<file path="config.mk">
export PLATFORM = sky130hd
export DESIGN_NAME = ssb_serial_top
export DESIGN_NICKNAME = d
export VERILOG_FILES = /design/src/rtl/ssb_pkg.sv /design/src/rtl/ssb_link_if.sv /design/src/rtl/ssb_serial_top.sv /design/src/rtl/ssb_rate_gen.sv /design/src/rtl/ssb_rx_frame.sv
export VERILOG_INCLUDE_DIRS = /design/src /design/src/rtl
export SDC_FILE = /design/constraint.sdc
export NUM_CORES = 1
export LEC_CHECK = 0
export BUFFER_PORTS_ARGS = -buffer_cell sky130_fd_sc_hd__buf_2
export CORE_ASPECT_RATIO = 2
export CORE_MARGIN = 2
export CORE_UTILIZATION = 55
export CTS_CLUSTER_SIZE = 25
export DETAILED_ROUTE_END_ITERATION = 7
export GPL_ROUTABILITY_DRIVEN = 1
export GPL_TIMING_DRIVEN = 0
export PLACE_DENSITY = 0.76
export SYNTH_ARGS = -nofsm -noshare
export SYNTH_HDL_FRONTEND = slang
export SYNTH_SLANG_ARGS = --single-unit
</file>
<file path="constraint.sdc">
create_clock -name core_clk -period 2.4 [get_ports core_clk]
set_input_delay 0.24 -clock core_clk [delete_from_list [all_inputs] [get_ports core_clk]]
set_output_delay 0.24 -clock core_clk [all_outputs]
set_load 0.02 [all_outputs]
</file>
<file path="src/rtl/ssb_params.svh">
// constants of the serial status and bit rate block
// Operation
// RULE_01: set parity error when ones of data plus parity disagree with odd/even select
// RULE_02: parity error clears only by writing 0 after reading 1; writing 1 ignored
// RULE_03: clearing receive enable leaves parity error flag as it was
// RULE_04: on parity error data still goes to rx data, rx full stays clear
// RULE_05: while parity error set, no reception; synchronous mode also halts transmission
// RULE_06: transmit end sets when transmit disabled, or tx empty at last bit out
// RULE_07: transmit end clears on software tx empty clear or tx data write
// RULE_08: transmit end is read only and initialises to 1
// RULE_09: async multiprocessor format captures received multiprocessor bit, read only, init 0
// RULE_10: receive enable cleared keeps captured multiprocessor bit unchanged
// RULE_11: async multiprocessor format appends writable tx multiprocessor bit, reset 0
// RULE_12: tx multiprocessor bit ignored in sync mode, format off, or transmit disabled
// RULE_13: bit rate from 8-bit divisor and prescaled clock chosen by two select bits
// RULE_14: divisor readable and writable at any time, no lockout
// RULE_15: divisor loads all ones on reset and low power entry
// RULE_16: status register initialises with only tx empty and transmit end set
// RULE_17: one rate tick per divisor plus one prescaled ticks, 16x oversampled async
// RULE_18: writes act on the next edge; hardware set beats a clearing write
`ifndef SSB_PARAMS_SVH
`define SSB_PARAMS_SVH
`define SSB_OFS_MODE 12'h000
`define SSB_OFS_CTRL 12'h004
`define SSB_OFS_DIV 12'h008
`define SSB_OFS_STAT 12'h00c
`define SSB_OFS_TXD 12'h010
`define SSB_OFS_RXD 12'h014
`define SSB_OFS_IRQ_ST 12'h018
`define SSB_OFS_IRQ_MASK 12'h01c
`define SSB_MODE_PAR_EN 0
`define SSB_MODE_ODD 1
`define SSB_MODE_MP_EN 2
`define SSB_MODE_SYNC 3
`define SSB_MODE_CKS_LO 4
`define SSB_MODE_CKS_HI 5
`define SSB_CTRL_RE 0
`define SSB_CTRL_TE 1
`define SSB_ST_TX_EMPTY_FLAG 7
`define SSB_ST_RX_FULL_FLAG 6
`define SSB_ST_PER 3
`define SSB_ST_TRANSMIT_END_FLAG 2
`define SSB_ST_RX_MULTIPROC_BIT 1
`define SSB_ST_TX_MULTIPROC_BIT 0
`define SSB_IRQ_RX 0
`define SSB_IRQ_PER 1
`define SSB_IRQ_TRANSMIT_END_FLAG 2
`define SSB_STAT_RESET 8'h84
`define SSB_DIV_RESET 8'hff
`define SSB_PRE_LIM0 6'h00
`define SSB_PRE_LIM1 6'h03
`define SSB_PRE_LIM2 6'h0f
`define SSB_PRE_LIM3 6'h3f
`define SSB_OS_MID 4'h7
`define SSB_OS_LAST 4'hf
`define SSB_SYNC_BITS 4'h8
`define SSB_ASYNC_BITS 4'ha
`endif

</file>
<file path="src/rtl/ssb_pkg.sv">
// types of the serial status and bit rate block
package ssb_pkg;
    typedef enum logic [1:0] {
        SSB_RX_IDLE = 2'b00,
        SSB_RX_START = 2'b01,
        SSB_RX_BITS = 2'b10
    } ssb_rx_state_type;
    typedef enum logic {
        SSB_TX_IDLE = 1'b0,
        SSB_TX_SHIFT = 1'b1
    } ssb_tx_state_type;
    typedef struct packed {
        logic [5:0] pre_cnt;
        logic [7:0] div_cnt;
        logic os_tick;
    } ssb_rate_state_type;
    typedef struct packed {
        ssb_rx_state_type state;
        logic [3:0] os_cnt;
        logic [3:0] bit_cnt;
        logic [9:0] shift;
        logic [7:0] data;
        logic parity_bad;
        logic mpb;
        logic done;
    } ssb_rx_frame_type;
endpackage : ssb_pkg

</file>
<file path="src/rtl/ssb_link_if.sv">
// carrier between core, rate generator and receiver
`timescale 1ns/1ps
interface ssb_link_if;
    logic [7:0] divisor;
    logic [1:0] cks;
    logic os_tick;
    logic rx_en;
    logic rxd;
    logic par_en;
    logic odd;
    logic mp_en;
    logic [7:0] data;
    logic parity_bad;
    logic mpb;
    logic done;
    modport rate (input divisor, input cks, output os_tick);
    modport rx (input os_tick, input rx_en, input rxd, input par_en, input odd, input mp_en,
                output data, output parity_bad, output mpb, output done);
    modport core (input os_tick, input data, input parity_bad, input mpb, input done,
                  output divisor, output cks, output rx_en, output rxd, output par_en,
                  output odd, output mp_en);
endinterface : ssb_link_if

</file>
<file path="src/rtl/ssb_serial_top.sv">
// serial status flags, bit rate divisor and character engine behind apb
//
// Added by the designer: the register offsets and the APB register port.
`timescale 1ns/1ps
`include "ssb_params.svh"
module ssb_serial_top (
    input wire logic core_clk,
    input wire logic sys_rst,
    input wire logic lp_enter,
    input wire logic psel,
    input wire logic penable,
    input wire logic pwrite,
    input wire logic [11:0] paddr,
    input wire logic [31:0] pwdata,
    output logic [31:0] prdata,
    output logic pready,
    output logic pslverr,
    input wire logic rxd,
    output logic txd,
    output logic irq
);
    typedef struct packed {
        logic [5:0] mode;
        logic re;
        logic te;
        logic [7:0] divisor;
        logic [7:0] tx_data_reg;
        logic [7:0] rx_data_reg;
        logic tx_empty_flag;
        logic rx_full_flag;
        logic parity_error_flag;
        logic transmit_end_flag;
        logic rx_multiproc_bit;
        logic tx_multiproc_bit;
        logic seen_tx_empty_flag;
        logic seen_rx_full_flag;
        logic seen_per;
        logic [2:0] irq_st;
        logic [2:0] irq_mask;
        logic [31:0] prdata;
        ssb_pkg::ssb_tx_state_type tx_state;
        logic [11:0] tx_frame;
        logic [3:0] tx_left;
        logic [3:0] tx_os;
        logic txd;
    } ssb_core_type;

    ssb_core_type st;
    ssb_core_type next_st;
    localparam logic [7:0] stat_init = `SSB_STAT_RESET;
    ssb_link_if link ();

    logic setup;
    logic access;
    logic wr;
    logic rd;
    logic [7:0] stat_byte;
    logic sync_mode;
    logic mp_eff;
    logic bit_tick;
    logic tx_hold;
    logic set_rx;
    logic set_per;
    logic set_transmit_end_flag;
    logic load_tx;
    logic sw_clr_tx_empty_flag;
    logic sw_clr_rx_full_flag;
    logic sw_clr_per;
    logic par_bit;

    function automatic logic hit(input logic [11:0] addr, input logic [11:0] ofs);
        hit = (addr == ofs);
    endfunction : hit

    function automatic logic mapped(input logic [11:0] addr);
        mapped = hit(addr, `SSB_OFS_MODE) || hit(addr, `SSB_OFS_CTRL) ||
                 hit(addr, `SSB_OFS_DIV) || hit(addr, `SSB_OFS_STAT) ||
                 hit(addr, `SSB_OFS_TXD) || hit(addr, `SSB_OFS_RXD) ||
                 hit(addr, `SSB_OFS_IRQ_ST) || hit(addr, `SSB_OFS_IRQ_MASK);
    endfunction : mapped

    // read data is captured in setup, so every transfer takes exactly one access cycle
    assign setup = psel && !penable;
    assign access = psel && penable;
    assign wr = access && pwrite && mapped(paddr);
    assign rd = access && !pwrite;
    assign pready = access;
    assign pslverr = access && !mapped(paddr);
    assign prdata = st.prdata;
    assign txd = st.txd;
    assign irq = |(st.irq_st & st.irq_mask);

    assign link.divisor = st.divisor; // RULE_13
    assign link.cks = {st.mode[`SSB_MODE_CKS_HI], st.mode[`SSB_MODE_CKS_LO]};
    assign link.rxd = rxd;
    assign link.par_en = st.mode[`SSB_MODE_PAR_EN];
    assign link.odd = st.mode[`SSB_MODE_ODD];
    assign link.mp_en = st.mode[`SSB_MODE_MP_EN] && !sync_mode;
    // reception halts while the parity error is pending
    assign link.rx_en = st.re && !st.parity_error_flag && !sync_mode; // RULE_05

    ssb_rate_gen u_rate (
        .core_clk(core_clk),
        .sys_rst(sys_rst),
        .link(link.rate)
    );

    ssb_rx_frame u_rx (
        .core_clk(core_clk),
        .sys_rst(sys_rst),
        .link(link.rx)
    );

    assign sync_mode = st.mode[`SSB_MODE_SYNC];
    assign mp_eff = st.mode[`SSB_MODE_MP_EN] && !sync_mode && st.te; // RULE_12
    assign tx_hold = sync_mode && st.parity_error_flag; // RULE_05
    assign bit_tick = link.os_tick && !tx_hold &&
                      (sync_mode || st.tx_os == `SSB_OS_LAST); // RULE_17

    assign stat_byte = {st.tx_empty_flag, st.rx_full_flag, 2'b00, st.parity_error_flag, st.transmit_end_flag, st.rx_multiproc_bit, st.tx_multiproc_bit};

    assign sw_clr_tx_empty_flag = wr && hit(paddr, `SSB_OFS_STAT) &&
                         !pwdata[`SSB_ST_TX_EMPTY_FLAG] && st.seen_tx_empty_flag;
    assign sw_clr_rx_full_flag = wr && hit(paddr, `SSB_OFS_STAT) &&
                         !pwdata[`SSB_ST_RX_FULL_FLAG] && st.seen_rx_full_flag;
    assign sw_clr_per = wr && hit(paddr, `SSB_OFS_STAT) &&
                        !pwdata[`SSB_ST_PER] && st.seen_per; // RULE_02

    assign set_rx = link.done && st.re && !link.parity_bad;
    assign set_per = link.done && st.re && link.parity_bad; // RULE_01
    assign load_tx = st.te && !st.tx_empty_flag && (st.tx_state == ssb_pkg::SSB_TX_IDLE) && !tx_hold;
    assign set_transmit_end_flag = !st.te ||
                      (st.tx_state == ssb_pkg::SSB_TX_SHIFT && bit_tick &&
                       st.tx_left == 4'h1 && st.tx_empty_flag); // RULE_06
    assign par_bit = st.mode[`SSB_MODE_ODD] ? ~^st.tx_data_reg : ^st.tx_data_reg;

    always_comb begin
        next_st = st;

        if (setup) begin
            unique case (1'b1)
                hit(paddr, `SSB_OFS_MODE): next_st.prdata = {26'h0, st.mode};
                hit(paddr, `SSB_OFS_CTRL): next_st.prdata = {30'h0, st.te, st.re};
                hit(paddr, `SSB_OFS_DIV): next_st.prdata = {24'h0, st.divisor}; // RULE_14
                hit(paddr, `SSB_OFS_STAT): next_st.prdata = {24'h0, stat_byte};
                hit(paddr, `SSB_OFS_TXD): next_st.prdata = {24'h0, st.tx_data_reg};
                hit(paddr, `SSB_OFS_RXD): next_st.prdata = {24'h0, st.rx_data_reg};
                hit(paddr, `SSB_OFS_IRQ_ST): next_st.prdata = {29'h0, st.irq_st};
                hit(paddr, `SSB_OFS_IRQ_MASK): next_st.prdata = {29'h0, st.irq_mask};
                default: next_st.prdata = 32'h0;
            endcase
        end

        // a one seen by a status read arms the later write-zero clear
        if (rd && hit(paddr, `SSB_OFS_STAT)) begin
            next_st.seen_tx_empty_flag = st.seen_tx_empty_flag || st.tx_empty_flag;
            next_st.seen_rx_full_flag = st.seen_rx_full_flag || st.rx_full_flag;
            next_st.seen_per = st.seen_per || st.parity_error_flag; // RULE_02
        end

        if (wr) begin
            unique case (1'b1)
                hit(paddr, `SSB_OFS_MODE): next_st.mode = pwdata[5:0];
                hit(paddr, `SSB_OFS_CTRL): begin
                    next_st.re = pwdata[`SSB_CTRL_RE];
                    next_st.te = pwdata[`SSB_CTRL_TE];
                end
                hit(paddr, `SSB_OFS_DIV): next_st.divisor = pwdata[7:0]; // RULE_14
                hit(paddr, `SSB_OFS_STAT): next_st.tx_multiproc_bit = pwdata[`SSB_ST_TX_MULTIPROC_BIT]; // RULE_11
                hit(paddr, `SSB_OFS_TXD): next_st.tx_data_reg = pwdata[7:0];
                hit(paddr, `SSB_OFS_IRQ_ST): next_st.irq_st = st.irq_st & ~pwdata[2:0];
                hit(paddr, `SSB_OFS_IRQ_MASK): next_st.irq_mask = pwdata[2:0];
                default: next_st.irq_mask = st.irq_mask;
            endcase
        end

        // clears first, hardware sets afterwards so a set in the same cycle wins
        if (sw_clr_tx_empty_flag || (wr && hit(paddr, `SSB_OFS_TXD))) begin
            next_st.tx_empty_flag = 1'b0;
            next_st.transmit_end_flag = 1'b0; // RULE_07
        end
        if (sw_clr_rx_full_flag || (rd && hit(paddr, `SSB_OFS_RXD))) begin
            next_st.rx_full_flag = 1'b0;
        end
        if (sw_clr_per) begin
            next_st.parity_error_flag = 1'b0; // RULE_02
        end
        if (!next_st.tx_empty_flag) begin
            next_st.seen_tx_empty_flag = 1'b0;
        end
        if (!next_st.rx_full_flag) begin
            next_st.seen_rx_full_flag = 1'b0;
        end
        if (!next_st.parity_error_flag) begin
            next_st.seen_per = 1'b0;
        end

        // receive side; with re low nothing is touched so flags hold
        if (set_rx) begin
            next_st.rx_data_reg = link.data;
            next_st.rx_full_flag = 1'b1;
            next_st.irq_st[`SSB_IRQ_RX] = 1'b1;
        end
        if (set_per) begin // RULE_03
            next_st.rx_data_reg = link.data; // RULE_04
            next_st.parity_error_flag = 1'b1; // RULE_18
            next_st.irq_st[`SSB_IRQ_PER] = 1'b1;
        end
        if (link.done && st.re && link.mp_en) begin // RULE_10
            next_st.rx_multiproc_bit = link.mpb; // RULE_09
        end

        // transmit engine
        if (st.tx_state == ssb_pkg::SSB_TX_SHIFT && link.os_tick && !tx_hold) begin
            next_st.tx_os = st.tx_os + 4'h1;
        end
        if (st.tx_state == ssb_pkg::SSB_TX_SHIFT && bit_tick) begin
            if (st.tx_left == 4'h1) begin
                next_st.tx_state = ssb_pkg::SSB_TX_IDLE;
                next_st.txd = 1'b1;
            end else begin
                next_st.tx_frame = {1'b1, st.tx_frame[11:1]};
                next_st.txd = st.tx_frame[1];
                next_st.tx_left = st.tx_left - 4'h1;
            end
        end
        if (load_tx) begin
            next_st.tx_state = ssb_pkg::SSB_TX_SHIFT;
            next_st.tx_os = 4'h0;
            next_st.tx_empty_flag = 1'b1;
            if (sync_mode) begin
                next_st.tx_frame = {4'hf, st.tx_data_reg};
                next_st.tx_left = `SSB_SYNC_BITS;
                next_st.txd = st.tx_data_reg[0];
            end else begin
                next_st.tx_frame = {3'b111, st.tx_data_reg, 1'b0};
                next_st.tx_left = `SSB_ASYNC_BITS + {3'b000, st.mode[`SSB_MODE_PAR_EN]} +
                                  {3'b000, mp_eff};
                next_st.txd = 1'b0;
                if (st.mode[`SSB_MODE_PAR_EN]) begin
                    next_st.tx_frame[9] = par_bit;
                end
                if (mp_eff) begin // RULE_11
                    next_st.tx_frame[st.mode[`SSB_MODE_PAR_EN] ? 10 : 9] = st.tx_multiproc_bit;
                end
            end
        end
        if (!st.te) begin
            next_st.tx_empty_flag = 1'b1;
            next_st.tx_state = ssb_pkg::SSB_TX_IDLE;
            next_st.txd = 1'b1;
        end
        if (set_transmit_end_flag) begin
            next_st.transmit_end_flag = 1'b1; // RULE_06
            if (!st.transmit_end_flag) begin
                next_st.irq_st[`SSB_IRQ_TRANSMIT_END_FLAG] = 1'b1;
            end
        end
    end

    // low power entry reinitialises like reset
    always_ff @(posedge core_clk) begin
        if (sys_rst || lp_enter) begin
            st <= '0;
            st.divisor <= `SSB_DIV_RESET; // RULE_15
            st.tx_empty_flag <= stat_init[`SSB_ST_TX_EMPTY_FLAG]; // RULE_16
            st.transmit_end_flag <= stat_init[`SSB_ST_TRANSMIT_END_FLAG]; // RULE_08
            st.txd <= 1'b1;
        end else begin
            st <= next_st;
        end
    end
endmodule : ssb_serial_top

</file>
<file path="src/rtl/ssb_rate_gen.sv">
// prescaler and divisor counter producing the oversample tick
`timescale 1ns/1ps
`include "ssb_params.svh"
module ssb_rate_gen (
    input wire logic core_clk,
    input wire logic sys_rst,
    ssb_link_if.rate link
);
    ssb_pkg::ssb_rate_state_type st;
    ssb_pkg::ssb_rate_state_type next_st;
    logic [5:0] pre_lim;

    always_comb begin
        unique case (link.cks)
            2'b00: pre_lim = `SSB_PRE_LIM0;
            2'b01: pre_lim = `SSB_PRE_LIM1;
            2'b10: pre_lim = `SSB_PRE_LIM2;
            2'b11: pre_lim = `SSB_PRE_LIM3;
        endcase
        next_st = st;
        next_st.os_tick = 1'b0;
        if (st.pre_cnt >= pre_lim) begin // RULE_13
            next_st.pre_cnt = 6'h00;
            // divisor may shrink mid count, so compare with >= to avoid a 256 wrap
            if (st.div_cnt >= link.divisor) begin // RULE_17
                next_st.div_cnt = 8'h00;
                next_st.os_tick = 1'b1;
            end else begin
                next_st.div_cnt = st.div_cnt + 8'h01;
            end
        end else begin
            next_st.pre_cnt = st.pre_cnt + 6'h01;
        end
    end

    always_ff @(posedge core_clk) begin
        if (sys_rst) begin
            st <= '0;
        end else begin
            st <= next_st;
        end
    end

    assign link.os_tick = st.os_tick;
endmodule : ssb_rate_gen

</file>
<file path="src/rtl/ssb_rx_frame.sv">
// asynchronous character receiver, 16x oversampled
`timescale 1ns/1ps
`include "ssb_params.svh"
module ssb_rx_frame (
    input wire logic core_clk,
    input wire logic sys_rst,
    ssb_link_if.rx link
);
    ssb_pkg::ssb_rx_frame_type st;
    ssb_pkg::ssb_rx_frame_type next_st;
    logic [3:0] nbits;

    always_comb begin
        nbits = 4'h8 + {3'b000, link.par_en} + {3'b000, link.mp_en};
        next_st = st;
        next_st.done = 1'b0;
        unique case (st.state)
            ssb_pkg::SSB_RX_IDLE: begin
                if (link.os_tick && !link.rxd) begin
                    next_st.state = ssb_pkg::SSB_RX_START;
                    next_st.os_cnt = 4'h0;
                end
            end
            ssb_pkg::SSB_RX_START: begin
                if (link.os_tick) begin
                    next_st.os_cnt = st.os_cnt + 4'h1;
                    if (st.os_cnt == `SSB_OS_MID) begin
                        next_st.os_cnt = 4'h0;
                        next_st.bit_cnt = 4'h0;
                        next_st.state = link.rxd ? ssb_pkg::SSB_RX_IDLE : ssb_pkg::SSB_RX_BITS;
                    end
                end
            end
            ssb_pkg::SSB_RX_BITS: begin
                if (link.os_tick) begin
                    next_st.os_cnt = st.os_cnt + 4'h1;
                    if (st.os_cnt == `SSB_OS_LAST) begin
                        if (st.bit_cnt == nbits) begin
                            next_st.state = ssb_pkg::SSB_RX_IDLE;
                            next_st.done = 1'b1;
                            next_st.data = st.shift[7:0];
                            next_st.parity_bad = link.par_en &&
                                ((^st.shift[7:0] ^ st.shift[8]) != link.odd); // RULE_01
                            next_st.mpb = link.par_en ? st.shift[9] : st.shift[8]; // RULE_09
                        end else begin
                            next_st.shift[st.bit_cnt] = link.rxd;
                            next_st.bit_cnt = st.bit_cnt + 4'h1;
                        end
                    end
                end
            end
            default: next_st.state = ssb_pkg::SSB_RX_IDLE;
        endcase
        if (!link.rx_en) begin
            next_st.state = ssb_pkg::SSB_RX_IDLE;
        end
    end

    always_ff @(posedge core_clk) begin
        if (sys_rst) begin
            st <= '0;
        end else begin
            st <= next_st;
        end
    end

    assign link.data = st.data;
    assign link.parity_bad = st.parity_bad;
    assign link.mpb = st.mpb;
    assign link.done = st.done;
endmodule : ssb_rx_frame

</file>
# == Word level (Yosys, flattened, before mapping) ==
# Index checks and enable logic that the tools add are counted.
# totals
regBits,147
input_bits,51
output_inout_bits,36
word_cells,255
# classes
add_sub_neg,10
order_cmp,6
n_eq_ne,26
muxes,53
n_bitwise,15
reduce_logical,109
# ops
operator,n
$pmux W8 S8,1
$eq A12 B5 Y1 const B,4
$logic_and A1 B1 Y1,39
$mux W16,2
$mux W31,1
$mux W25,1
$eq A12 B4 Y1 const B,2
$mux W8,3
$pmux W6 S4,1
$mux W22,1
$mux W1,21
$mux W10,2
$reduce_and A2 Y1,10
$reduce_or A2 Y1,9
$mux W17,1
$reduce_bool A2 Y1,8
$reduce_xor A8 Y1,2
$logic_or A1 B1 Y1,15
$mux W14,1
$logic_not A1 Y1,13
$add A4 B1 Y4 const B,3
$bwmux W12,1
$eq A12 B3 Y1 const B,1
$logic_not A12 Y1,1
40 further kinds,76

# == Logic depth before layout (Yosys ltp) ==
# depth
word_depth,16
depth_mapped,9
mapped_depth_nobuf,8

# == By module ==
# Synthesis repeated with hierarchy kept, for this count alone.
# hier_totals
cells_unflattened,777
area_unflattened_um2,6713.9
# by_module_without_submodules
module,instances,cells_each,area_per_inst_um2,seq_area_each_um2
ssb_serial_top,1,451,4016.4,1521.5
ssb_rx_frame,1,200,1660.3,620.6
ssb_rate_gen,1,126,1037.2,300.3

# == Worst setup path before layout ==
# Ideal clock, no wire load.
# synth_timing
kind,register to register
from,"register st, in the netlist link.cks[1]"
to,register u_rate.st[5] (netlist bit)
setup_ns,0.122
arrival_time_ns,2.074
required_time_ns,2.278
slack_ns,0.203
stages_incl_launch_ff,9
n_path_buf,0
period_less_slack_ns,2.197
path_cell_list,dfxtp_1 or2_2 ha_1 nand2b_1 a2111oi_0 o21ai_0 o221ai_1 nor4b_1 a311o_1
# synth_between
elab_chain_cells,3
word_cells_on_any_way,6
classes_between,order compare (1); eq/ne (3); mux (1); reduce/logical (1)
# synth_rtl
element,line,text
from (decl),ssb_serial_top.sv:48,ssb_core_type st;
from (signal assigned),ssb_serial_top.sv:270,st <= next_st;
"$eq A2 B2 Y1, or another cell as far along",ssb_rate_gen.sv:14,unique case (link.cks)
$pmux W6 S4 *,ssb_rate_gen.sv:14,
$ge A6 B6 Y1 *,ssb_rate_gen.sv:22,if (st.pre_cnt >= pre_lim) begin
to (signal assigned),ssb_rate_gen.sv:40,st <= next_st;
to (decl),ssb_rate_gen.sv:9,ssb_pkg::ssb_rate_state_type st;
# Every way passes the cells marked *; elsewhere a longest branch is shown, timed or not.
# A chain may end at the register's enable or synchronous reset.

# == Worst setup path in the final report ==
# layout_timing
from,input paddr[2]
to,register st[94] (netlist bit)
# layout_between
elab_chain_cells,10
word_cells_on_any_way,17
classes_between,eq/ne (7); reduce/logical (10)
# layout_rtl
element,line,text
from (decl),ssb_serial_top.sv:13,"input wire logic [11:0] paddr,"
$eq A12 B3 Y1 / $logic_not A12 Y1 (equally long branches),ssb_serial_top.sv:72,hit = (addr == ofs);
$logic_or A1 B1 Y1 (7 in a row),ssb_serial_top.sv:76,"mapped = hit(addr, `SSB_OFS_MODE) || hit(addr, `SSB_OFS_CTRL) ||"
$logic_and A1 B1 Y1,ssb_serial_top.sv:85,assign wr = access && pwrite && mapped(paddr);
$reduce_and A2 Y1 (no source line) *,--,
# Marks and branches as above.

==> flow_summary.yaml <==
run_status:
  status: "complete, but fails checks"
  failed_checks: "design-rule violations"
critical_path:
  path_delay_family: "buffers and inverters"
  rr_worst_depth: 8
  cp_num_cells: 6
  slowest_stage: "nor4b_2"
  criticalPathCategory: "primary input to flop"
  cp_slowest_stage_delay_ns: 0.77
  crit_path_max_fanout: 10
  critPathLaunchType: "primary input"
  worstPathRequired_ns: 2.68
  crit_buf_inv: 3
  crit_chain: "buf_2 -> clkbuf_1 -> buf_1 -> nor4b_2 -> mux2i_1 -> nor2_1"
  endpoint_kind: "flop"
  crit_arrival_ns: 2.59
timing:
  timing.fmax_ghz: 0.434
  timing.slew.headroom_pct: 33.5
  setup_viol: 0
  slew_viol_final: 0
  worst_slew_pin_slew_ns: 0.989
  skew_ns: 0.0130
  rsz0062_at_grt: "no"
  hold_viol_final: 0
  period_minus_slack_ns: 2.30
  timing.hold.ws_ns: 0.0929
  period_share_pct: 96.0
pwr:
  internal-power_uw: 3550
  vdd_ir_drop_max_mv: 0.589
  pwr-share-comb_pct: 5.1
  power.density_nw_per_um2: 621
  switching_share_pct: 24.9
  total_power_uw: 4720
  clockPowerShare_pct: 51.8
  seqPwrFrac_pct: 43.1
  p_switching_uw: 1180
  p_leak_uw: 0.00315
clock_tree:
  path_clk_slew_ns: 0.06
  root_buffer: "clkbuf_16"
  cts_tree: "built"
  clkSinkCount: 122
  numCtsBuffers: 17
  insertion_delay_ns: 0.43
  htreeDepth: 4
  clock_path_buffers: 2
  cts_setup_buffers: 0
min_path:
  hold_path_class: "primary input to flop"
  hold_path_depth: 3
yosys:
  synth_seq_cells: 122
  synth.avg_cell_area_um2: 8.52
  yosys_warnings: 0
  synth_edf_count: 0
  syn_area_um2: 6530
  synth_flop_cell: "dfxtp_1"
  synthDistinctLibCells: 71
  syn_inst: 767
  async_flop_share_pct: 0
  ys_seq_area_share_pct: 37.4
placed_design:
  dp.cells: 971
  port_buffers: 36
  dpl.hpwl_mm: 13.8
  placed_area_um2: 6980
  gp_congestion: 0.953
cells_and_area:
  stdcell_area_um2: 7610
  fin_cells: 1003
  area_growth_pct: 16.5
  final_util_pct: 65.4
  drive_gt1_share_pct: 15.6
  layout_common_cells: "dfxtp_1, nand2_1, nor2_1"
  n_antenna_cell: 0
  nNetsFinal: 926
  mostFrequentLayoutCell: "dfxtp_1"
die:
  rows: 56
  num_io_pins: 87
  die_w_um: 81.1
  die_area_um2: 12800
  die_h_um: 158
  core-area_um2: 11600
  initial_core_util_pct: 56.2
grt:
  grt.total_usage_pct: 29.7
  grt_pass1_wl_mm: 28.6
  grt_pass1_vias: 5838
  grt_overflow: 0
  grt_max_degree: 17
  antenna_found_initial: 0
drt:
  viasPerCell: 5.81
  wl_mm: 18.1
  vias: 5826
  drt-pass1-iter-count: 8
  ant_nets: 0
  drc_errors: 6
  drt_iter0_drc: 392
  wl_per_cell_um: 18.0
job:
  drv_cap: 0
## registers in the layout, indices dropped and copies added, names as in the netlist, named ones only
register	count
u_rx.link.done	1
link.odd	1
u_rx.st	10
link.par_en	1
u_rate.st	14
txd	1
u_rx.link.parity_bad	1
link.cks	2
u_rx.link.data	8
link.divisor	8
st	55
u_rate.link.os_tick	1
u_rx.link.mpb	1
prdata	8
## final cells by class
type	count	area [um2]
flip-flops and latches	122	2440
repair buffers	36	180
multi-input cells	572	3750
fillers	988	4020
plain buffers	68	383
well taps	145	181
clock inverters	15	144
inverters	28	105
clock buffers	17	425
## cells in the mapped netlist, drive strengths merged (2+ instances only)
cell,number,area [um2]
or3,7,48.8
a311o,2,20.0
nand2b,11,68.8
a22oi,5,37.5
a32oi,2,17.5
dfxtp,122,2440
mux4,2,45.0
a2bb2oi,3,26.3
a211oi,17,128
nor4,7,73.8
a221o,2,20.0
or2,4,25.0
a221oi,4,35.0
xor2,8,70.1
o21a,3,22.5
a31oi,3,18.8
nand2,90,340
a21oi,53,265
nand3,21,105
nand3b,3,22.5
clkbuf,29,109
nor2,88,330
ha,30,375
nor3b,2,20.0
or3b,2,17.5
mux2,3,33.8
xnor2,20,175
nor3,7,40.0
and2,6,37.5
o22ai,2,12.5
nor4b,7,67.6
buf,39,274
nand4,10,68.8
and3,6,37.5
o21ai,25,125
o21bai,2,15.0
mux2i,60,601
nor2b,11,68.8
inv,27,101
a22o,2,17.5
## worst reg2reg max path, cell delays in order (launching register included)
cell and delay, ns:
dfxtp_1 0.35, or2_2 0.32, ha_1 0.27, nand2b_1 0.18, a2111oi_4 0.38, o21ai_2 0.14
o221ai_4 0.13, nor4b_1 0.10, a311o_1 0.33
## what timing repair did
| action | CTS | global route |
|---|---|---|
| pin swaps | 1 | 0 |
| resized for setup | 6 | 7 |
| setup endpoints to repair | 16 | 13 |
| hold buffers | 0 | 0 |
## final timing paths
path | to | slack, ns | start
min reg2reg | st[72] | 0.46 | u_rx.link.data[3]
min | link.divisor[4] | 0.09 | pwdata[4]
max reg2reg | u_rate.st[4] | 0.11 | link.cks[1]
max | st[94] | 0.1 | paddr[2]
## cells by family (layout without fill, tap and decap cells)
family	count (synthesis)	after routing	synth area share (%)
AO/OA/AOI/OAI	138	138	13.5
AND/OR/NAND/NOR	287	287	21.7
multiplexers	65	65	10.4
XOR/XNOR	28	28	3.75
adder cells (fa/ha/maj)	30	30	5.75
other	1	24	0.0574
flip-flops	122	122	37.4
buffers and inverters	96	164	7.47
## through the flow
step,TNS [ns],setup slack [ns]
6_report,0,0.0955
5_1_grt,0,0.00818
4_1_cts,0,0.0395
3_5_place_dp,-2.05,-0.189
3_3_place_gp,-0.887,-0.209
2_1_floorplan,0,0.203
## power groups by stage
stage	logic, uW	clock network (uW)	registers [uW]
floorplan	158	0	2080
global placement	235	0	2080
detailed placement	237	0	2080
CTS	238	2470	2030
global route	261	2570	2030
finish	242	2450	2030
## metal layers
layer / part of all wire (%) / vias up / wire [um] / GRT usage (%)
met5: 0 / - / 0 / 0
li1: - / 2796 / - / -
met2: 51 / 235 / 9300 / 53.1
met4: 8.8 / 0 / 1590 / 24.3
met3: 4.8 / 91 / 870 / 5.82
met1: 35 / 2704 / 6330 / 28.3
(Power assumes the default switching activity.)
